### src/inc/sfc_pkg.sv
package sfc_pkg;
    localparam int FID_W = 3;
    localparam int NFLOW = 1 << FID_W;
    localparam int LEN_W = 16;
    localparam logic [FID_W-1:0] FALLBACK_FLOW_ID = 3'h0;
    localparam logic [FID_W-1:0] DS_DEFAULT_FLOW = 3'h0;
    // apb map
    localparam logic [11:0] ADDR_CTRL = 12'h000;
    localparam logic [11:0] ADDR_STATUS = 12'h004;
    localparam logic [11:0] ADDR_DROPS = 12'h008;
    localparam logic [11:0] CLS_BASE = 12'h040;
    localparam logic [11:0] FLOW_BASE = 12'h080;
    localparam logic [31:0] REG_RESET = 32'h0000_0000;
    localparam int CTRL_START_BIT = 0;
    localparam int CTRL_CLR_ERR_BIT = 1;
    localparam int STAT_STATE_LSB = 0;
    localparam int STAT_ERR_BIT = 4;
    localparam int STAT_BUSY_BIT = 5;
    // classifier word
    localparam int CLS_VALID_BIT = 31;
    localparam int CLS_DYN_BIT = 30;
    localparam int CLS_MGMT_BIT = 29;
    localparam int CLS_TYPE_LSB = 16;
    localparam int CLS_FLOW_LSB = 8;
    localparam int CLS_PRIO_LSB = 0;
    // flow word
    localparam int FLOW_ACTIVE_BIT = 31;
    localparam int FLOW_NOFRAG_BIT = 30;
    localparam int FLOW_DROP_BIT = 29;
    localparam int FLOW_NAME_LSB = 16;
    localparam int FLOW_GRANT_LSB = 0;
    localparam logic [7:0] DYN_PRIO_MIN = 8'h40;
    localparam logic [7:0] DYN_PRIO_MAX = 8'hBF;
    // headend policing refill period
    localparam int CLK_PERIOD_NS = 25;
    localparam int REFILL_NS = 1000;
    localparam int REFILL_CYC = (REFILL_NS + CLK_PERIOD_NS - 1) / CLK_PERIOD_NS;
    typedef enum logic [1:0] {
        MSG_NONE = 2'b00,
        MSG_REG_REQ = 2'b01,
        MSG_REG_RSP = 2'b10,
        MSG_REG_ACK = 2'b11
    } sfc_msg_e;
    typedef enum logic [2:0] {
        RS_IDLE = 3'b000,
        RS_SEND_REQ = 3'b001,
        RS_WAIT_RSP = 3'b010,
        RS_SEND_ACK = 3'b011,
        RS_DONE = 3'b100
    } sfc_reg_e;
    typedef enum logic [2:0] {
        K_NONE = 3'b000,
        K_CTRL = 3'b001,
        K_STATUS = 3'b010,
        K_DROPS = 3'b011,
        K_CLS = 3'b100,
        K_FLOW = 3'b101
    } sfc_kind_e;
endpackage

### src/inc/sfc_link_if.sv
`timescale 1ns/10ps
interface sfc_link_if;
    import sfc_pkg::*;
    logic up_valid;
    logic up_ready;
    logic [FID_W-1:0] up_flow;
    logic [LEN_W-1:0] up_len;
    logic [7:0] up_tos;
    logic up_mgmt;
    logic up_msg_valid;
    sfc_msg_e up_msg_type;
    logic [7:0] up_msg_info;
    logic dn_msg_valid;
    sfc_msg_e dn_msg_type;
    modport modem (output up_valid, up_flow, up_len, up_tos, up_mgmt, up_msg_valid, up_msg_type, up_msg_info,
                   input up_ready, dn_msg_valid, dn_msg_type);
    modport headend (input up_valid, up_flow, up_len, up_tos, up_mgmt, up_msg_valid, up_msg_type, up_msg_info,
                     output up_ready, dn_msg_valid, dn_msg_type);
endinterface

### src/logic/sfc_modem.sv
// How it works
// each accepted packet gets exactly one flow
// upstream packets only onto active flows
// headend puts downstream traffic on active flows
// unmatched broadcast/multicast uses default downstream flow
// headend may drop packets over policed rate
// headend rewrites wrong TOS byte per policy
// no-frag UGS flow refuses packets over grant (the code skips this check when the chosen flow is the primary flow)
// unsendable packet: primary flow or discard, per policy
// management matched only by matching type classifier
// ranging requests always use primary flow
// unmatched management messages go on primary flow
// management messages excluded from flow accounting
// request carries PDU, class name, priority
// name flow, then classifier if priority suffices
// dynamic classifier priorities limited to 64..191
// static classifiers may use any 0..255
// higher layer drops packets, never hands them over
// registration is request, response, then acknowledge
// shared flows allowed; priority ties pick lowest index
// request reports inactive flows and immediate classifiers
// flow gives attributes or a class name
// search highest priority first, first match wins
`timescale 1ns/10ps
module sfc_modem #(
    parameter int NCLS = 8
) (
    input wire logic pclk,
    input wire logic presetn,
    input wire logic psel,
    input wire logic penable,
    input wire logic pwrite,
    input wire logic [11:0] paddr,
    input wire logic [31:0] pwdata,
    output logic [31:0] prdata,
    output logic pready,
    output logic pslverr,
    input wire logic req_valid,
    output logic req_ready,
    input wire logic [sfc_pkg::LEN_W-1:0] req_len,
    input wire logic [7:0] req_tos,
    input wire logic [7:0] req_class_name,
    input wire logic [7:0] req_priority,
    input wire logic [NCLS-1:0] req_match,
    input wire logic req_mgmt,
    input wire logic [7:0] req_mgmt_type,
    input wire logic req_ranging,
    output logic req_dropped,
    sfc_link_if.modem link
);
    import sfc_pkg::*;

    localparam logic [11:0] CLS_END = CLS_BASE + 12'(NCLS * 4);
    localparam logic [11:0] FLOW_END = FLOW_BASE + 12'(NFLOW * 4);

    typedef struct packed {
        logic [NCLS-1:0][31:0] cls;
        logic [NFLOW-1:0][31:0] flow;
        logic [31:0] prdata;
        logic err_resp;
        logic prio_err;
        sfc_reg_e rstate;
        logic msg_valid;
        sfc_msg_e msg_type;
        logic [7:0] msg_info;
        logic out_valid;
        logic [FID_W-1:0] out_flow;
        logic [LEN_W-1:0] out_len;
        logic [7:0] out_tos;
        logic out_mgmt;
        logic dropped;
        logic [15:0] drops;
    } sfc_modem_s;

    sfc_modem_s s;
    sfc_modem_s next_s;

    function automatic sfc_kind_e reg_kind(input logic [11:0] a);
        if (a[1:0] != 2'b00) begin
            return K_NONE;
        end else if (a == ADDR_CTRL) begin
            return K_CTRL;
        end else if (a == ADDR_STATUS) begin
            return K_STATUS;
        end else if (a == ADDR_DROPS) begin
            return K_DROPS;
        end else if (a >= CLS_BASE && a < CLS_END) begin
            return K_CLS;
        end else if (a >= FLOW_BASE && a < FLOW_END) begin
            return K_FLOW;
        end
        return K_NONE;
    endfunction

    always_comb begin
        sfc_kind_e kind;
        logic [9:0] widx;
        logic best_hit;
        logic [7:0] best_prio;
        logic [FID_W-1:0] best_flow;
        logic name_hit;
        logic [FID_W-1:0] name_flow;
        logic [FID_W-1:0] fl;
        logic [FID_W-1:0] chosen;
        logic ok;
        logic [3:0] n_inact;
        logic [3:0] n_imm;
        logic [7:0] wprio;
        kind = K_NONE;
        widx = '0;
        best_hit = 1'b0;
        best_prio = '0;
        best_flow = '0;
        name_hit = 1'b0;
        name_flow = '0;
        fl = '0;
        chosen = FALLBACK_FLOW_ID;
        ok = 1'b0;
        n_inact = '0;
        n_imm = '0;
        wprio = pwdata[CLS_PRIO_LSB +: 8];
        next_s = s;
        next_s.msg_valid = 1'b0;
        next_s.msg_type = MSG_NONE;
        next_s.dropped = 1'b0;

        // read data is captured in the setup cycle so the access phase answers at once
        if (psel && !penable) begin
            kind = reg_kind(paddr);
            next_s.err_resp = (kind == K_NONE);
            case (kind)
                K_STATUS: begin
                    next_s.prdata = REG_RESET;
                    next_s.prdata[STAT_STATE_LSB +: 3] = s.rstate;
                    next_s.prdata[STAT_ERR_BIT] = s.prio_err;
                    next_s.prdata[STAT_BUSY_BIT] = s.out_valid;
                end
                K_DROPS: next_s.prdata = {16'h0000, s.drops};
                K_CLS: next_s.prdata = s.cls[10'((paddr - CLS_BASE) >> 2)];
                K_FLOW: next_s.prdata = s.flow[10'((paddr - FLOW_BASE) >> 2)];
                default: next_s.prdata = REG_RESET;
            endcase
        end
        if (psel && penable && pwrite) begin
            kind = reg_kind(paddr);
            case (kind)
                K_CTRL: begin
                    if (pwdata[CTRL_CLR_ERR_BIT]) begin
                        next_s.prio_err = 1'b0;
                    end
                    if (pwdata[CTRL_START_BIT] && (s.rstate == RS_IDLE || s.rstate == RS_DONE)) begin
                        next_s.rstate = RS_SEND_REQ;
                    end
                end
                K_CLS: begin
                    widx = 10'((paddr - CLS_BASE) >> 2);
                    // a dynamic entry outside its band is refused, not clipped
                    if (pwdata[CLS_DYN_BIT] && pwdata[CLS_VALID_BIT] &&
                        (wprio < DYN_PRIO_MIN || wprio > DYN_PRIO_MAX)) begin
                        next_s.prio_err = 1'b1;
                    end else begin
                        next_s.cls[widx] = pwdata;
                    end
                end
                K_FLOW: next_s.flow[10'((paddr - FLOW_BASE) >> 2)] = pwdata;
                default: begin
                end
            endcase
        end

        if (s.out_valid && link.up_ready) begin
            next_s.out_valid = 1'b0;
        end

        // highest priority wins; strict compare keeps the lowest index on ties
        for (int i = 0; i < NCLS; i++) begin
            fl = s.cls[i][CLS_FLOW_LSB +: FID_W];
            ok = s.cls[i][CLS_VALID_BIT] && req_match[i] && s.flow[fl][FLOW_ACTIVE_BIT];
            if (req_mgmt) begin
                ok = ok && s.cls[i][CLS_MGMT_BIT] && s.cls[i][CLS_TYPE_LSB +: 8] == req_mgmt_type;
            end else begin
                ok = ok && !s.cls[i][CLS_MGMT_BIT];
            end
            if (ok && (!best_hit || s.cls[i][CLS_PRIO_LSB +: 8] > best_prio)) begin
                best_hit = 1'b1;
                best_prio = s.cls[i][CLS_PRIO_LSB +: 8];
                best_flow = fl;
            end
        end
        for (int j = NFLOW - 1; j >= 0; j--) begin
            if (s.flow[j][FLOW_ACTIVE_BIT] && s.flow[j][FLOW_NAME_LSB +: 8] == req_class_name) begin
                name_hit = 1'b1;
                name_flow = FID_W'(j);
            end
        end
        if (req_mgmt) begin
            chosen = best_hit ? best_flow : FALLBACK_FLOW_ID;
            if (req_ranging) begin
                chosen = FALLBACK_FLOW_ID;
            end
        end else begin
            if (name_hit) begin
                chosen = name_flow;
            end
            if (best_hit && best_prio >= req_priority) begin
                chosen = best_flow;
            end
        end

        if (req_valid && req_ready) begin
            if (s.flow[chosen][FLOW_NOFRAG_BIT] &&
                req_len > s.flow[chosen][FLOW_GRANT_LSB +: 16] && chosen != FALLBACK_FLOW_ID) begin
                if (s.flow[chosen][FLOW_DROP_BIT]) begin
                    next_s.dropped = 1'b1;
                    next_s.drops = s.drops + 16'h0001;
                end else begin
                    chosen = FALLBACK_FLOW_ID;
                end
            end
            if (!next_s.dropped) begin
                next_s.out_valid = 1'b1;
                next_s.out_flow = chosen;
                next_s.out_len = req_len;
                next_s.out_tos = req_tos;
                next_s.out_mgmt = req_mgmt;
            end
        end

        for (int k = 0; k < NFLOW; k++) begin
            if (!s.flow[k][FLOW_ACTIVE_BIT]) begin
                n_inact = n_inact + 4'h1;
            end
        end
        for (int c = 0; c < NCLS; c++) begin
            fl = s.cls[c][CLS_FLOW_LSB +: FID_W];
            if (s.cls[c][CLS_VALID_BIT] && s.flow[fl][FLOW_ACTIVE_BIT]) begin
                n_imm = n_imm + 4'h1;
            end
        end
        case (s.rstate)
            RS_IDLE: begin
            end
            RS_SEND_REQ: begin
                next_s.msg_valid = 1'b1;
                next_s.msg_type = MSG_REG_REQ;
                next_s.msg_info = {n_imm, n_inact};
                next_s.rstate = RS_WAIT_RSP;
            end
            RS_WAIT_RSP: begin
                if (link.dn_msg_valid && link.dn_msg_type == MSG_REG_RSP) begin
                    next_s.rstate = RS_SEND_ACK;
                end
            end
            RS_SEND_ACK: begin
                next_s.msg_valid = 1'b1;
                next_s.msg_type = MSG_REG_ACK;
                next_s.rstate = RS_DONE;
            end
            RS_DONE: begin
            end
            default: next_s.rstate = RS_IDLE;
        endcase
    end

    always_ff @(posedge pclk or negedge presetn) begin
        if (!presetn) begin
            s <= '0;
        end else begin
            s <= next_s;
        end
    end

    // one output slot; a stalled link holds the request off
    assign req_ready = !s.out_valid || link.up_ready;
    assign req_dropped = s.dropped;
    assign prdata = s.prdata;
    assign pready = psel && penable;
    assign pslverr = psel && penable && s.err_resp;
    assign link.up_valid = s.out_valid;
    assign link.up_flow = s.out_flow;
    assign link.up_len = s.out_len;
    assign link.up_tos = s.out_tos;
    assign link.up_mgmt = s.out_mgmt;
    assign link.up_msg_valid = s.msg_valid;
    assign link.up_msg_type = s.msg_type;
    assign link.up_msg_info = s.msg_info;
endmodule

### src/flat_wrapper.sv
// flat-port wrapper written by rule: the top's interface ports become plain ports
module sfc_modem_flat import sfc_pkg::*;
#(
    parameter int NCLS = 8
)
  (pclk, presetn, psel, penable, pwrite, paddr, pwdata, prdata, pready, pslverr, req_valid, req_ready, req_len, req_tos, req_class_name, req_priority, req_match, req_mgmt, req_mgmt_type, req_ranging, req_dropped, link_up_valid, link_up_flow, link_up_len, link_up_tos, link_up_mgmt, link_up_msg_valid, link_up_msg_type, link_up_msg_info, link_up_ready, link_dn_msg_valid, link_dn_msg_type);
  sfc_link_if link_i ();
  input wire logic pclk;
  input wire logic presetn;
  input wire logic psel;
  input wire logic penable;
  input wire logic pwrite;
  input wire logic [11:0] paddr;
  input wire logic [31:0] pwdata;
  output logic [31:0] prdata;
  output logic pready;
  output logic pslverr;
  input wire logic req_valid;
  output logic req_ready;
  input wire logic [sfc_pkg::LEN_W-1:0] req_len;
  input wire logic [7:0] req_tos;
  input wire logic [7:0] req_class_name;
  input wire logic [7:0] req_priority;
  input wire logic [NCLS-1:0] req_match;
  input wire logic req_mgmt;
  input wire logic [7:0] req_mgmt_type;
  input wire logic req_ranging;
  output logic req_dropped;
  output wire logic [$bits(link_i.up_valid)-1:0] link_up_valid;
  output wire logic [$bits(link_i.up_flow)-1:0] link_up_flow;
  output wire logic [$bits(link_i.up_len)-1:0] link_up_len;
  output wire logic [$bits(link_i.up_tos)-1:0] link_up_tos;
  output wire logic [$bits(link_i.up_mgmt)-1:0] link_up_mgmt;
  output wire logic [$bits(link_i.up_msg_valid)-1:0] link_up_msg_valid;
  output wire logic [$bits(link_i.up_msg_type)-1:0] link_up_msg_type;
  output wire logic [$bits(link_i.up_msg_info)-1:0] link_up_msg_info;
  input wire logic [$bits(link_i.up_ready)-1:0] link_up_ready;
  input wire logic [$bits(link_i.dn_msg_valid)-1:0] link_dn_msg_valid;
  input wire logic [$bits(link_i.dn_msg_type)-1:0] link_dn_msg_type;
  assign link_up_valid = link_i.up_valid;
  assign link_up_flow = link_i.up_flow;
  assign link_up_len = link_i.up_len;
  assign link_up_tos = link_i.up_tos;
  assign link_up_mgmt = link_i.up_mgmt;
  assign link_up_msg_valid = link_i.up_msg_valid;
  assign link_up_msg_type = link_i.up_msg_type;
  assign link_up_msg_info = link_i.up_msg_info;
  assign link_i.up_ready = link_up_ready;
  assign link_i.dn_msg_valid = link_dn_msg_valid;
  assign link_i.dn_msg_type = link_dn_msg_type;
  sfc_modem #(.NCLS(NCLS)) u_core (.pclk(pclk), .presetn(presetn), .psel(psel), .penable(penable), .pwrite(pwrite), .paddr(paddr), .pwdata(pwdata), .prdata(prdata), .pready(pready), .pslverr(pslverr), .req_valid(req_valid), .req_ready(req_ready), .req_len(req_len), .req_tos(req_tos), .req_class_name(req_class_name), .req_priority(req_priority), .req_match(req_match), .req_mgmt(req_mgmt), .req_mgmt_type(req_mgmt_type), .req_ranging(req_ranging), .req_dropped(req_dropped), .link(link_i));
endmodule
### config.mk
export PLATFORM = sky130hd
export DESIGN_NAME = sfc_modem_flat
export DESIGN_NICKNAME = d
export VERILOG_FILES = /design/src/inc/sfc_pkg.sv /design/src/inc/sfc_link_if.sv /design/src/logic/sfc_modem.sv /design/src/flat_wrapper.sv
export SDC_FILE = /design/constraint.sdc
export NUM_CORES = 1
export LEC_CHECK = 0
export BUFFER_PORTS_ARGS = -buffer_cell sky130_fd_sc_hd__buf_2
export CAP_MARGIN = 25
export CORE_MARGIN = 3
export CORE_UTILIZATION = 43
export DETAILED_ROUTE_END_ITERATION = 16
export SLEW_MARGIN = 15
export SYNTH_ARGS = -nofsm -noshare
export SYNTH_HDL_FRONTEND = slang
export SYNTH_SLANG_ARGS = --single-unit
### constraint.sdc
create_clock -name pclk -period 25.2 [get_ports pclk]
set_input_delay 6.3 -clock pclk [delete_from_list [all_inputs] [get_ports pclk]]
set_output_delay 6.3 -clock pclk [all_outputs]
set_load 0.01 [all_outputs]
==> results of run 1 <==
-- cell families (layout without fill, tap and decap cells) --
kind of cell,count (synthesis),count (layout)
and+or+nand+nor,420,420
xor gates and xnor gates,176,176
other,0,5
adders and majority gates,97,97
DFF,605,605
AOI/OAI and AO/OA,334,335
muxes,799,799
buffers and inverters,337,475
-- flip-flops by register name, indices dropped and copies added, names as in the netlist --
| signal | flops |
|---|---|
| u_core.link.up_mgmt | 1 |
| u_core.link.up_flow | 3 |
| u_core.s | 533 |
| u_core.prdata | 32 |
| u_core.link.up_len | 16 |
| u_core.link.up_msg_type | 2 |
| u_core.link.up_valid | 1 |
| u_core.link.up_msg_info | 8 |
| u_core.req_dropped | 1 |
| u_core.link.up_tos | 8 |
-- critical path: cells and delay by family --
kind	cells	cell delay, ns
AOI/OAI and AO/OA	49	9.12
xor gates and xnor gates	1	0.16
adders and majority gates	9	2.56
buffers and inverters	11	1.96
muxes	6	1.89
and+or+nand+nor	22	2.54
-- repair_timing --
| action | in CTS | in global routing |
|---|---|---|
| pin swaps | 1 | 10 |
| cloned | 0 | 1 |
| hold buffers | 0 | 0 |
| resized for setup | 4 | 34 |
| setup endpoints to repair | 46 | 46 |
| buffers inserted | 2 | 13 |
-- cells in the final DEF (no fill, tap or decap), drive strengths merged, types with 5 or more instances in the layout --
cell / count
a211oi: 23
a21o: 23
a21oi: 59
a22o: 19
a22oi: 13
a31oi: 10
and2: 12
and3: 23
buf: 272
bufinv: 5
clkbuf: 101
clkinv: 15
dfrtp: 605
diode: 5
ha: 97
inv: 78
mux2: 565
mux2i: 68
mux4: 166
nand2: 131
nand2b: 13
nand3: 37
nand4: 34
nor2: 80
nor2b: 27
nor3: 21
nor3b: 5
nor4: 15
o211ai: 7
o21a: 20
o21ai: 109
o22ai: 5
o32a: 5
or3: 5
xnor2: 121
xor2: 55
-- metal layers --
metal | share of wire (%) | global-route usage (%)
met4 | 2.8 | 7.229
met1 | 43 | 33.37
met5 | 0.022 | 0
met2 | 48 | 39.72
met3 | 6.0 | 4.286
-- power by group through the flow --
stage / sequential, mW / clock, mW / combinational (mW)
finish: 0.983 / 1.06 / 0.137
global route: 0.983 / 1.12 / 0.149
CTS: 0.983 / 1.08 / 0.138
detailed placement: 1.00 / 0 / 0.138
global placement: 1.00 / 0 / 0.135
floorplan: 1.00 / 0 / 0.0774
-- cell type report --
class / count / area, µm² / area share (%)
antenna: 5 / 12.51 / 0.03191
clock buffer: 100 / 2034 / 5.189
clock inverter: 27 / 376.6 / 0.9605
inverter: 75 / 281.5 / 0.7180
multi-input combinational: 1827 / 18300 / 46.67
sequential: 605 / 15140 / 38.61
tap: 1050 / 1314 / 3.351
timing repair buffer: 273 / 1750 / 4.464
-- path summary, 6_finish.rpt --
| check | end | slack (ns) | cells past startpoint |
|---|---|---|---|
| min in group asynchronous | u_core.s[514] | 5.69 | 1 |
| hold / removal | u_core.s[61] | 0.47 | 2 |
| max in group asynchronous | u_core.s[269] | 17.38 | 3 |
| hold reg to reg | u_core.s[61] | 0.47 | 2 |
| setup / recovery | u_core.link.up_tos[7] | 1.07 | 98 |
| setup reg to reg | u_core.link.up_tos[7] | 6.03 | 98 |
==> out/results.md, run 1 <==
| Quantity | This run | Unit |
|---|---|---|
| Total negative slack | 0 | ns |
| Crit path DAT | 24.63 | ns |
| Final Net Count | 3061 | - |
| First-pass GRT wire length | 157200 | µm |
| Detailed placement HPWL | 70440 | µm |
| Cell area after placement | 0.03645 | mm² |
| Switching share of power | 24.23 | % |
| Leak pwr | 18.40 | nW |
| Asr flop ratio synth | 100.0 | % |
| Final core utilization | 49.31 | % |
| Share of total power in the clock network | 48.6 | % |
| Fraction of the mapped netlist area in compound gates | 6.482 | % |
| CTS buffer count | 70 | - |
| Routed wire length per instance | 26.20 | µm |
| Post-synthesis net count | 2977 | - |
| Startpoint of the lowest-slack register-to-register path | u_core.s[253] | - |
| Worst min path class | reg2reg | - |
| Count of placed standard cells including taps | 3812 | - |
| Count of port buffers added during placement | 187 | - |
| Routability congestion estimate from global placement | 0.8931 | - |
| Highest-delay cell along the critical path | o41ai_4 | - |
| Setup violation total in the final timing report | 0 | - |
| Initial DRC count | 1718 | - |
| Total design power | 2.177 | mW |
| Layout overhead on the synthesized area | 12.98 | % |
| Cell Pwr Density | 55.52 | mW/mm² |
| Clock latency reported for the late side of the worst-skew pair | 0.63 | ns |
| Worst voltage drop across the vdd grid | 0.04485 | mV |
| Vias per cell | 5.888 | - |
| Number of violations of the max-capacitance limit | 0 | - |
| Type of the setup path with the least slack | in2reg | - |
| Worst slew slack as a fraction of its limit | 37.71 | % |
| Max Slew Vio Count | 0 | - |
| Layout filler cell count | 6911 | - |
| Post-synthesis simple-gate area fraction | 6.129 | % |
| Clock Tree Root | clkbuf_16 | - |
| Area share of fa/ha/maj cells after synthesis | 3.497 | % |
| CP peak stage delay | 0.48 | ns |
| Required time of the critical path | 25.69 | ns |
| Most common cell in the synthesized netlist | dfrtp_1 | - |
| Clock Pin Slew Worst Setup and Hold Paths | 0.06 | ns |
| Top area cells in the synthesized netlist | dfrtp_1, mux2_2, mux4_2 | - |
| Initial antenna violation count | 14 | - |
| Result of the run | finished, final reports clean | - |
| Overall routing resource usage | 24.35 | % |
| CP endpoint kind | register | - |
| Gate count of the mapped netlist | 2768 | - |
| Post-synth EDFFs | 0 | - |
| Proportion of synthesized area in mux cells | 31.25 | % |
| Post-synth top area share | 43.62 | % |
| DRT Pass-1 Iters | 5 | - |
| Maximum fanout count along the critical path | 20 | - |
| Final Worst Setup Slack | 1.068 | ns |
| Largest net degree at the start of global routing | 158 | - |
| Post-Syn Area per Cell | 12.54 | µm² |
| Post-synthesis register bit count | 605 | - |
| Net switching power of the design | 0.5275 | mW |
| DR DRC count | 0 | - |
| DRT antenna net count | 0 | - |
| Total non-filler cell area in the finished layout | 0.03921 | mm² |
| Vias in the first global route | 24320 | - |
| Total via count after detailed routing | 23330 | - |
| Flop pwr share | 45.1 | % |
| Count of non-filler cells in the finished layout | 3962 | - |
| Yosys warnings | 0 | - |
| Total number of H-tree levels | 3 | - |
| Actual transition at the worst max-transition pin | 0.9322 | ns |
| Clock tree buffer depth | 3 | - |
| Logic pwr share | 6.3 | % |
| Post-synth top flop | dfrtp_1 | - |
| Clk sink count | 605 | - |
| Minimum clock period | 24.13 | ns |
| Number of placement rows | 103 | - |
| Cell-internal power | 1.650 | mW |
| Hold Fails Final Rpt | 0 | - |
| Dominant combinational cell family by area after synthesis | multiplexers | - |
| Die width | 290.1 | µm |
| Area enclosed by the die boundary | 0.08416 | mm² |
| Core ar. | 0.07952 | mm² |
| Crit path top cell by count | o21a_1 | - |
| Netlist area before placement | 0.03471 | mm² |
| Number of distinct library cells after synthesis | 85 | - |
| Clock tree from TritonCTS | yes | - |
| Setup Slack @ Placement | -1.082 | ns |
| Fraction of final layout cells sized beyond drive strength 1 | 40.90 | % |
| Hold slack | 0.4687 | ns |
| Effective utilization at floorplan | 43.65 | % |
| XOR/XNOR share of the synthesized area | 4.442 | % |
| Total wirelength of the detailed-routed design | 103800 | µm |
| Commonest cells in the netlist | dfrtp_1, mux2_2, mux4_2 | - |
| Origin of the worst setup path | req_mgmt_type[7] | - |
| Die boundary height | 290.1 | µm |
| Launching element type of the critical path | input port | - |
| I/O Pins | 188 | - |
| Fmax | 0.04144 | GHz |
| Sequential share of the synthesized area | 43.62 | % |
| GRT Residual Overflow | 0 | - |
| Cell type contributing the most total cell area after synthesis | dfrtp_1 | - |
| Critical hold path startpoint | u_core.s[61] | - |
| Final worst clock skew | 0.02634 | ns |
| Post-route clock period utilization | 95.76 | % |
Note: power is estimated with default switching activity, not from simulation.
==> run 2: changes to the inputs <==
--- a/config.mk
+++ b/config.mk
@@ -7,6 +7,7 @@
 export LEC_CHECK = 0
 export BUFFER_PORTS_ARGS = -buffer_cell sky130_fd_sc_hd__buf_2
 export CAP_MARGIN = 25
+export CORE_ASPECT_RATIO = 1.5
 export CORE_MARGIN = 3
 export CORE_UTILIZATION = 43
 export DETAILED_ROUTE_END_ITERATION = 16
==> run 2 against run 1 <==
Design area barely moved. Power fell by 3.7%. Flip-flop and latch count did not move. First-iteration DRC count fell by 5.9%. Setup slack got worse by 0.37 ns. Clock skew fell by 0.0055 ns. Non-clock buffer count rose by 22. Critical path type unchanged. Register-to-register slack got worse by 0.44 ns. Count of clock-buffer cells in the layout fell by 8. Final cell count fell by 0.28%. Maximum frequency fell by 1.5%. Sequential share of layout area barely moved.
==> out/results.md, run 2 (same netlist as run 1, synthesis figures left out) <==
| Quantity | This run | Unit | vs previous |
|---|---|---|---|
| Required time of the critical path | 25.73 | ns | +0.04 ns |
| DRT Pass-1 Iters | 5 | - | unchanged |
| Count of cells along the worst hold path | 2 | - | unchanged |
| Layout filler cell count | 7039 | - | +1.9% |
| Startpoint of the lowest-slack register-to-register path | u_core.s[253] | - |  |
| GRT Residual Overflow | 0 | - | unchanged |
| Largest net degree at the start of global routing | 121 | - | -23% |
| Clock tree from TritonCTS | yes | - |  |
| Leak pwr | 18.42 | nW | +0.12% |
| Depth of the worst register-to-register path | 101 | - | +3.1% |
| First-pass GRT wire length | 160100 | µm | +1.8% |
| Register with the most flip-flops | u_core.s | - |  |
| Critical hold path startpoint | u_core.prdata[15] | - |  |
| Area enclosed by the die boundary | 0.08423 | mm² | about the same |
| Core ar. | 0.07993 | mm² | +0.52% |
| Worst hold endpoint | u_core.prdata[15] | - |  |
| Highest-delay cell along the critical path | o32a_4 | - |  |
| Minimum clock period | 24.50 | ns | +0.3665 ns |
| Initial antenna violation count | 8 | - | -6 |
| Count of placed standard cells including taps | 3808 | - | -0.10% |
| CP endpoint kind | register | - |  |
| Total negative slack | 0 | ns | unchanged |
| I/O Pins | 188 | - | unchanged |
| Die width | 238.0 | µm | -18% |
| Commonest non-fill, non-tap cells in the layout | dfrtp_1, mux2_2, buf_2, mux4_2, nand2_1 | - |  |
| DRT antenna net count | 0 | - | unchanged |
| DR DRC count | 0 | - | unchanged |
| Hold buffer count at cts | 0 | - | unchanged |
| Clk sink count | 605 | - | unchanged |
| Routability congestion estimate from global placement | 0.9199 | - | +3.0% |
| Effective utilization at floorplan | 43.42 | % | -0.23 points |
| Fmax | 0.04082 | GHz | -1.5% |
| Commonest non-fill, non-tap cell in the layout | dfrtp_1 | - |  |
| Layout overhead on the synthesized area | 12.99 | % | about the same |
| Worst voltage drop across the vdd grid | 0.05799 | mV | +29% |
| Hold slack | 0.4729 | ns | +0.004225 ns |
| Hold Fails Final Rpt | 0 | - | unchanged |
| Vias in the first global route | 24590 | - | +1.1% |
| Final Net Count | 3073 | - | +0.39% |
| Total via count after detailed routing | 23360 | - | +0.12% |
| Actual transition at the worst max-transition pin | 1.048 | ns | +0.1162 ns |
| Die boundary height | 353.9 | µm | +22% |
| Worst slew slack as a fraction of its limit | 30.11 | % | -7.6 points |
| Max FFs per register | 533 | - | unchanged |
| Crit path DAT | 25.02 | ns | +0.39 ns |
| Setup violation total in the final timing report | 0 | - | unchanged |
| CP peak stage delay | 0.48 | ns | about the same |
| Detailed placement HPWL | 74420 | µm | +5.7% |
| Clock tree buffer depth | 3 | - | unchanged |
| Fraction of final layout cells sized beyond drive strength 1 | 41.31 | % | +0.41 points |
| Routed wire length per instance | 27.29 | µm | +4.2% |
| Total number of H-tree levels | 2 | - | -1 |
| Final worst clock skew | 0.02085 | ns | -0.005497 ns |
| Type of the setup path with the least slack | in2reg | - |  |
| Launching element type of the critical path | input port | - |  |
| Minimum setup slack among reg-to-reg paths | 5.59 | ns | -0.44 ns |
| R2r endpoint | u_core.link.up_len[11] | - |  |
| Final core utilization | 49.06 | % | -0.25 points |
| CTS buffer count | 60 | - | -14% |
| Result of the run | finished, final reports clean | - |  |
| Count of non-filler cells in the finished layout | 3951 | - | -0.28% |
| Maximum fanout count along the critical path | 17 | - | -15% |
| Cell Pwr Density | 53.48 | mW/mm² | -3.7% |
| Clock latency reported for the late side of the worst-skew pair | 0.65 | ns | +0.02 ns |
| Count of port buffers added during placement | 187 | - | unchanged |
| Overall routing resource usage | 25.33 | % | +0.97 points |
| Number of placement rows | 127 | - | +23% |
| Max Slew Vio Count | 0 | - | unchanged |
| Total wirelength of the detailed-routed design | 107800 | µm | +3.9% |
| Initial DRC count | 1617 | - | -5.9% |
| Clock Pin Slew Worst Setup and Hold Paths | 0.06 | ns | about the same |
| Post-route clock period utilization | 97.21 | % | +1.5 points |
| Final Worst Setup Slack | 0.7020 | ns | -0.3665 ns |
| Worst min path class | reg2reg | - |  |
| Number of violations of the max-capacitance limit | 0 | - | unchanged |
| Setup Slack @ Placement | -1.318 | ns | -0.2359 ns |
| Crit path top cell by count | o21a_1 | - |  |
| Vias per cell | 5.912 | - | +0.39% |
| Clock Tree Root | clkbuf_16 | - |  |
run 2: how the worst max path moves through the flow:
stage,from,endpoint,slack [ns],depth (start not counted)
finish,req_mgmt_type[3],u_core.link.up_len[11],0.70,101
global route,req_mgmt_type[1],u_core.link.up_len[2],-0.22,101
CTS,req_mgmt_type[3],u_core.link.up_len[10],0.02,94
detailed placement,req_mgmt_type[3],u_core.link.up_tos[3],-1.32,94
global placement,req_mgmt_type[1],u_core.link.up_flow[1],-1.17,93
floorplan,req_mgmt_type[2],u_core.link.up_len[10],0.04,102
run 2: report_power, final:
group / total [mW] / internal (mW) / switching (mW)
Combinational: 0.143 / 0.0517 / 0.0913
Sequential: 0.982 / 0.978 / 0.00404
Clock: 0.972 / 0.571 / 0.401
run 2: through the flow:
stage | area (µm²) | total power, mW
2_1_floorplan | 34710 | 1.077
3_3_place_gp | 36470 | 1.137
3_5_place_dp | 36500 | 1.140
4_1_cts | 38660 | 2.117
5_1_grt | 39200 | 2.170
6_report | 39220 | 2.097
run 2: layout make-up:
class                      instances  area [µm²]  area share (%)
antenna                            7       17.52         0.04467
clock buffer                      92        1833           4.674
clock inverter                    18       286.5          0.7306
inverter                          75       281.5          0.7179
multi-input combinational       1827       18360           46.81
sequential                       605       15140           38.61
tap                             1032        1291           3.293
timing repair buffer             295        2009           5.124
run 2: what timing repair did:
item,4_1_cts,5_1_grt
buffers inserted,0,17
setup endpoints to repair,46,46
pin swaps,0,13
cloned,0,3
gates resized for setup,6,45
run 2: worst max-delay path: cells and delay by family:
family	cells	cell delay, ns
mux	6	1.66
buf+inv	15	2.35
compound gates	49	9.05
simple gates	21	2.87
xor+xnor	1	0.15
fa+ha+maj	9	2.56
run 2: routing by layer:
metal	wire length [µm]	track usage (%)	vias up
met4	5671	12.27	2
met2	54530	43.83	693
met5	13	0	-
met3	6017	4.745	218
met1	41610	30.29	12170
li1	-	-	10270
==> run 3: changes to the inputs <==
--- a/config.mk
+++ b/config.mk
@@ -10,6 +10,7 @@
 export CORE_ASPECT_RATIO = 1.5
 export CORE_MARGIN = 3
 export CORE_UTILIZATION = 43
+export CTS_BUF_LIST = sky130_fd_sc_hd__clkbuf_8
 export DETAILED_ROUTE_END_ITERATION = 16
 export SLEW_MARGIN = 15
 export SYNTH_ARGS = -nofsm -noshare
==> run 3 against run 2 <==
Non-clock buffer count is the same. Count of clock-buffer cells in the layout grew 22. Combinational power is essentially flat. Critical path type unchanged. Clock skew grew 0.042 ns. Via count grew 1.1%. Clock power shrank 10%. Die area is the same. Sequential share of layout area grew 0.18 points. Flip-flop and latch count is the same.
==> out/results.md, run 3 (same netlist as run 1, synthesis figures left out) <==
| Quantity | This run | Unit | vs previous |
|---|---|---|---|
| Result of the run | finished, final reports clean | - |  |
| Register with the most flip-flops | u_core.s | - |  |
| Highest-delay cell along the critical path | o41ai_4 | - |  |
| Routed wire length per instance | 26.98 | µm | -1.1% |
| Hold buffer count at cts | 0 | - | unchanged |
| Clock Pin Slew Worst Setup and Hold Paths | 0.06 | ns | about the same |
| Maximum fanout count along the critical path | 17 | - | unchanged |
| Setup violation total in the final timing report | 0 | - | unchanged |
| Commonest non-fill, non-tap cells in the layout | dfrtp_1, mux2_2, buf_2, mux4_2, nand2_1 | - |  |
| Largest net degree at the start of global routing | 121 | - | unchanged |
| Clock tree buffer depth | 3 | - | unchanged |
| Clock tree from TritonCTS | yes | - |  |
| Worst slew slack as a fraction of its limit | 30.71 | % | +0.60 points |
| Leak pwr | 18.49 | nW | +0.39% |
| Total design power | 1.996 | mW | -4.8% |
| Total wirelength of the detailed-routed design | 108200 | µm | +0.30% |
| Worst min path class | reg2reg | - |  |
| Max FFs per register | 533 | - | unchanged |
| DRT antenna net count | 0 | - | unchanged |
| Area enclosed by the die boundary | 0.08423 | mm² | unchanged |
| Share of total power in the clock network | 43.6 | % | -2.7 points |
| Switching share of power | 25.66 | % | +2.0 points |
| Hold Fails Final Rpt | 0 | - | unchanged |
| Clock latency reported for the late side of the worst-skew pair | 0.74 | ns | +0.09 ns |
| Clk sink count | 605 | - | unchanged |
| Critical hold path startpoint | u_core.prdata[15] | - |  |
| Final worst clock skew | 0.06269 | ns | +0.04185 ns |
| GRT Residual Overflow | 0 | - | unchanged |
| Total non-filler cell area in the finished layout | 0.03903 | mm² | -0.47% |
| Cell area after placement | 0.03650 | mm² | unchanged |
| Total negative slack | 0 | ns | unchanged |
| Overall routing resource usage | 25.55 | % | +0.23 points |
| Final Net Count | 3109 | - | +1.2% |
| Post-route clock period utilization | 97.29 | % | about the same |
| Initial antenna violation count | 6 | - | -2 |
| Number of violations of the max-capacitance limit | 0 | - | unchanged |
| Minimum setup slack among reg-to-reg paths | 5.48 | ns | -0.11 ns |
| DRT Pass-1 Iters | 7 | - | +2 |
| Layout filler cell count | 7101 | - | +0.88% |
| Clock Tree Root | clkbuf_8 | - |  |
| Max Slew Vio Count | 0 | - | unchanged |
| Total number of H-tree levels | 3 | - | +1 |
| I/O Pins | 188 | - | unchanged |
| CP peak stage delay | 0.47 | ns | about the same |
| Total via count after detailed routing | 23610 | - | +1.1% |
| Die width | 238.0 | µm | unchanged |
| Logic pwr share | 7.1 | % | +0.3 points |
| Routability congestion estimate from global placement | 0.9199 | - | unchanged |
| Minimum clock period | 24.52 | ns | +0.01886 ns |
| Actual transition at the worst max-transition pin | 1.039 | ns | -0.008963 ns |
| Count of cells along the worst hold path | 2 | - | unchanged |
| Detailed placement HPWL | 74420 | µm | unchanged |
| Type of the setup path with the least slack | in2reg | - |  |
| Vias in the first global route | 25040 | - | +1.8% |
| CTS buffer count | 96 | - | +60% |
| Cell-internal power | 1.484 | mW | -7.3% |
| Flop pwr share | 49.2 | % | +2.4 points |
| Crit path top cell by count | o21a_1 | - |  |
| Fmax | 0.04079 | GHz | about the same |
| Launching element type of the critical path | input port | - |  |
| DR DRC count | 0 | - | unchanged |
| Worst hold endpoint | u_core.prdata[15] | - |  |
| First-pass GRT wire length | 161200 | µm | +0.70% |
| Initial DRC count | 1527 | - | -5.6% |
| Setup Slack @ Placement | -1.318 | ns | unchanged |
| Layout overhead on the synthesized area | 12.47 | % |  |
| Commonest non-fill, non-tap cell in the layout | dfrtp_1 | - |  |
| Crit path DAT | 25.10 | ns | +0.08 ns |
| Depth of the worst register-to-register path | 100 | - | -0.99% |
| Core ar. | 0.07993 | mm² | unchanged |
| Startpoint of the lowest-slack register-to-register path | u_core.s[253] | - |  |
| Net switching power of the design | 0.5121 | mW | +3.2% |
| Worst voltage drop across the vdd grid | 0.04225 | mV | -27% |
| Cell Pwr Density | 51.14 | mW/mm² | -4.4% |
| Fraction of final layout cells sized beyond drive strength 1 | 41.82 | % | +0.51 points |
| R2r endpoint | u_core.link.up_len[2] | - |  |
| Vias per cell | 5.890 | - | -0.37% |
| CP endpoint kind | register | - |  |
| Effective utilization at floorplan | 43.42 | % | unchanged |
| Count of port buffers added during placement | 187 | - | unchanged |
| Number of placement rows | 127 | - | unchanged |
| Die boundary height | 353.9 | µm | unchanged |
| Required time of the critical path | 25.79 | ns | +0.06 ns |
| Final Worst Setup Slack | 0.6832 | ns | -0.01886 ns |
==> run 3: worst max-delay path, delay by kind of cell <==
kind | cells | cell delay (ns)
compound gates | 50 | 9.42
fa+ha+maj | 9 | 2.64
buf+inv | 16 | 2.51
simple gates | 19 | 2.41
xor+xnor | 1 | 0.18
mux | 5 | 1.55
==> run 3: worst max path at each step <==
stage	slack, ns	to	start	cells past startpoint
final	0.68	u_core.link.up_len[2]	req_mgmt_type[1]	100
after detailed placement	-1.32	u_core.link.up_tos[3]	req_mgmt_type[3]	94
after floorplan	0.04	u_core.link.up_len[10]	req_mgmt_type[2]	102
after global routing	-0.26	u_core.link.up_tos[7]	req_mgmt_type[1]	101
after global placement	-1.17	u_core.link.up_flow[1]	req_mgmt_type[1]	93
after CTS	0.04	u_core.link.up_len[15]	req_mgmt_type[3]	96
==> run 3: layer usage <==
metal / share of wire, % / vias to the layer above / track usage (%) / wire, µm
li1: - / 10340 / - / -
met1: 39 / 12340 / 30.13 / 41700
met2: 51 / 713 / 43.96 / 54700
met3: 5.4 / 227 / 4.800 / 5859
met4: 5.5 / 0 / 13.96 / 5903
met5: 0 / - / 0 / 0
==> run 3: layout make-up <==
type | instances | area [µm²] | area share [%]
Clock buffer | 114 | 1569 | 4.020
Clock inverter | 56 | 386.6 | 0.9905
Sequential cell | 605 | 15140 | 38.79
Tap cell | 1032 | 1291 | 3.308
Timing Repair Buffer | 295 | 2002 | 5.129
Antenna cell | 5 | 12.51 | 0.03206
Multi-Input combinational cell | 1827 | 18350 | 47.01
Inverter | 75 | 281.5 | 0.7212
==> run 3: timing repair <==
| item | in CTS | in global routing |
|---|---|---|
| cloned | 0 | 3 |
| resized for setup | 5 | 44 |
| buffers inserted | 0 | 17 |
| endpoints found under the setup margin | 46 | 46 |
| pin swaps | 0 | 13 |
==> run 3: metrics by stage <==
| step | hold WS (ns) | std cells | utilization, % |
|---|---|---|---|
| global placement | 0.4633 | 3807 | 45.63 |
| global route | 0.5094 | 4006 | 48.83 |
| finish | 0.4727 | 4009 | 48.83 |
| CTS | 0.4814 | 3978 | 48.16 |
| detailed placement | 0.4663 | 3808 | 45.67 |
| floorplan | 0.4414 | 2768 | - |
==> run 3: power groups by stage <==
| stage | logic (mW) | registers, mW | clock network (mW) |
|---|---|---|---|
| after floorplan | 0.0774 | 1.00 | 0 |
| after global placement | 0.137 | 1.00 | 0 |
| after detailed placement | 0.140 | 1.00 | 0 |
| after CTS | 0.140 | 0.983 | 0.897 |
| after global routing | 0.154 | 0.983 | 0.941 |
| final | 0.142 | 0.983 | 0.871 |
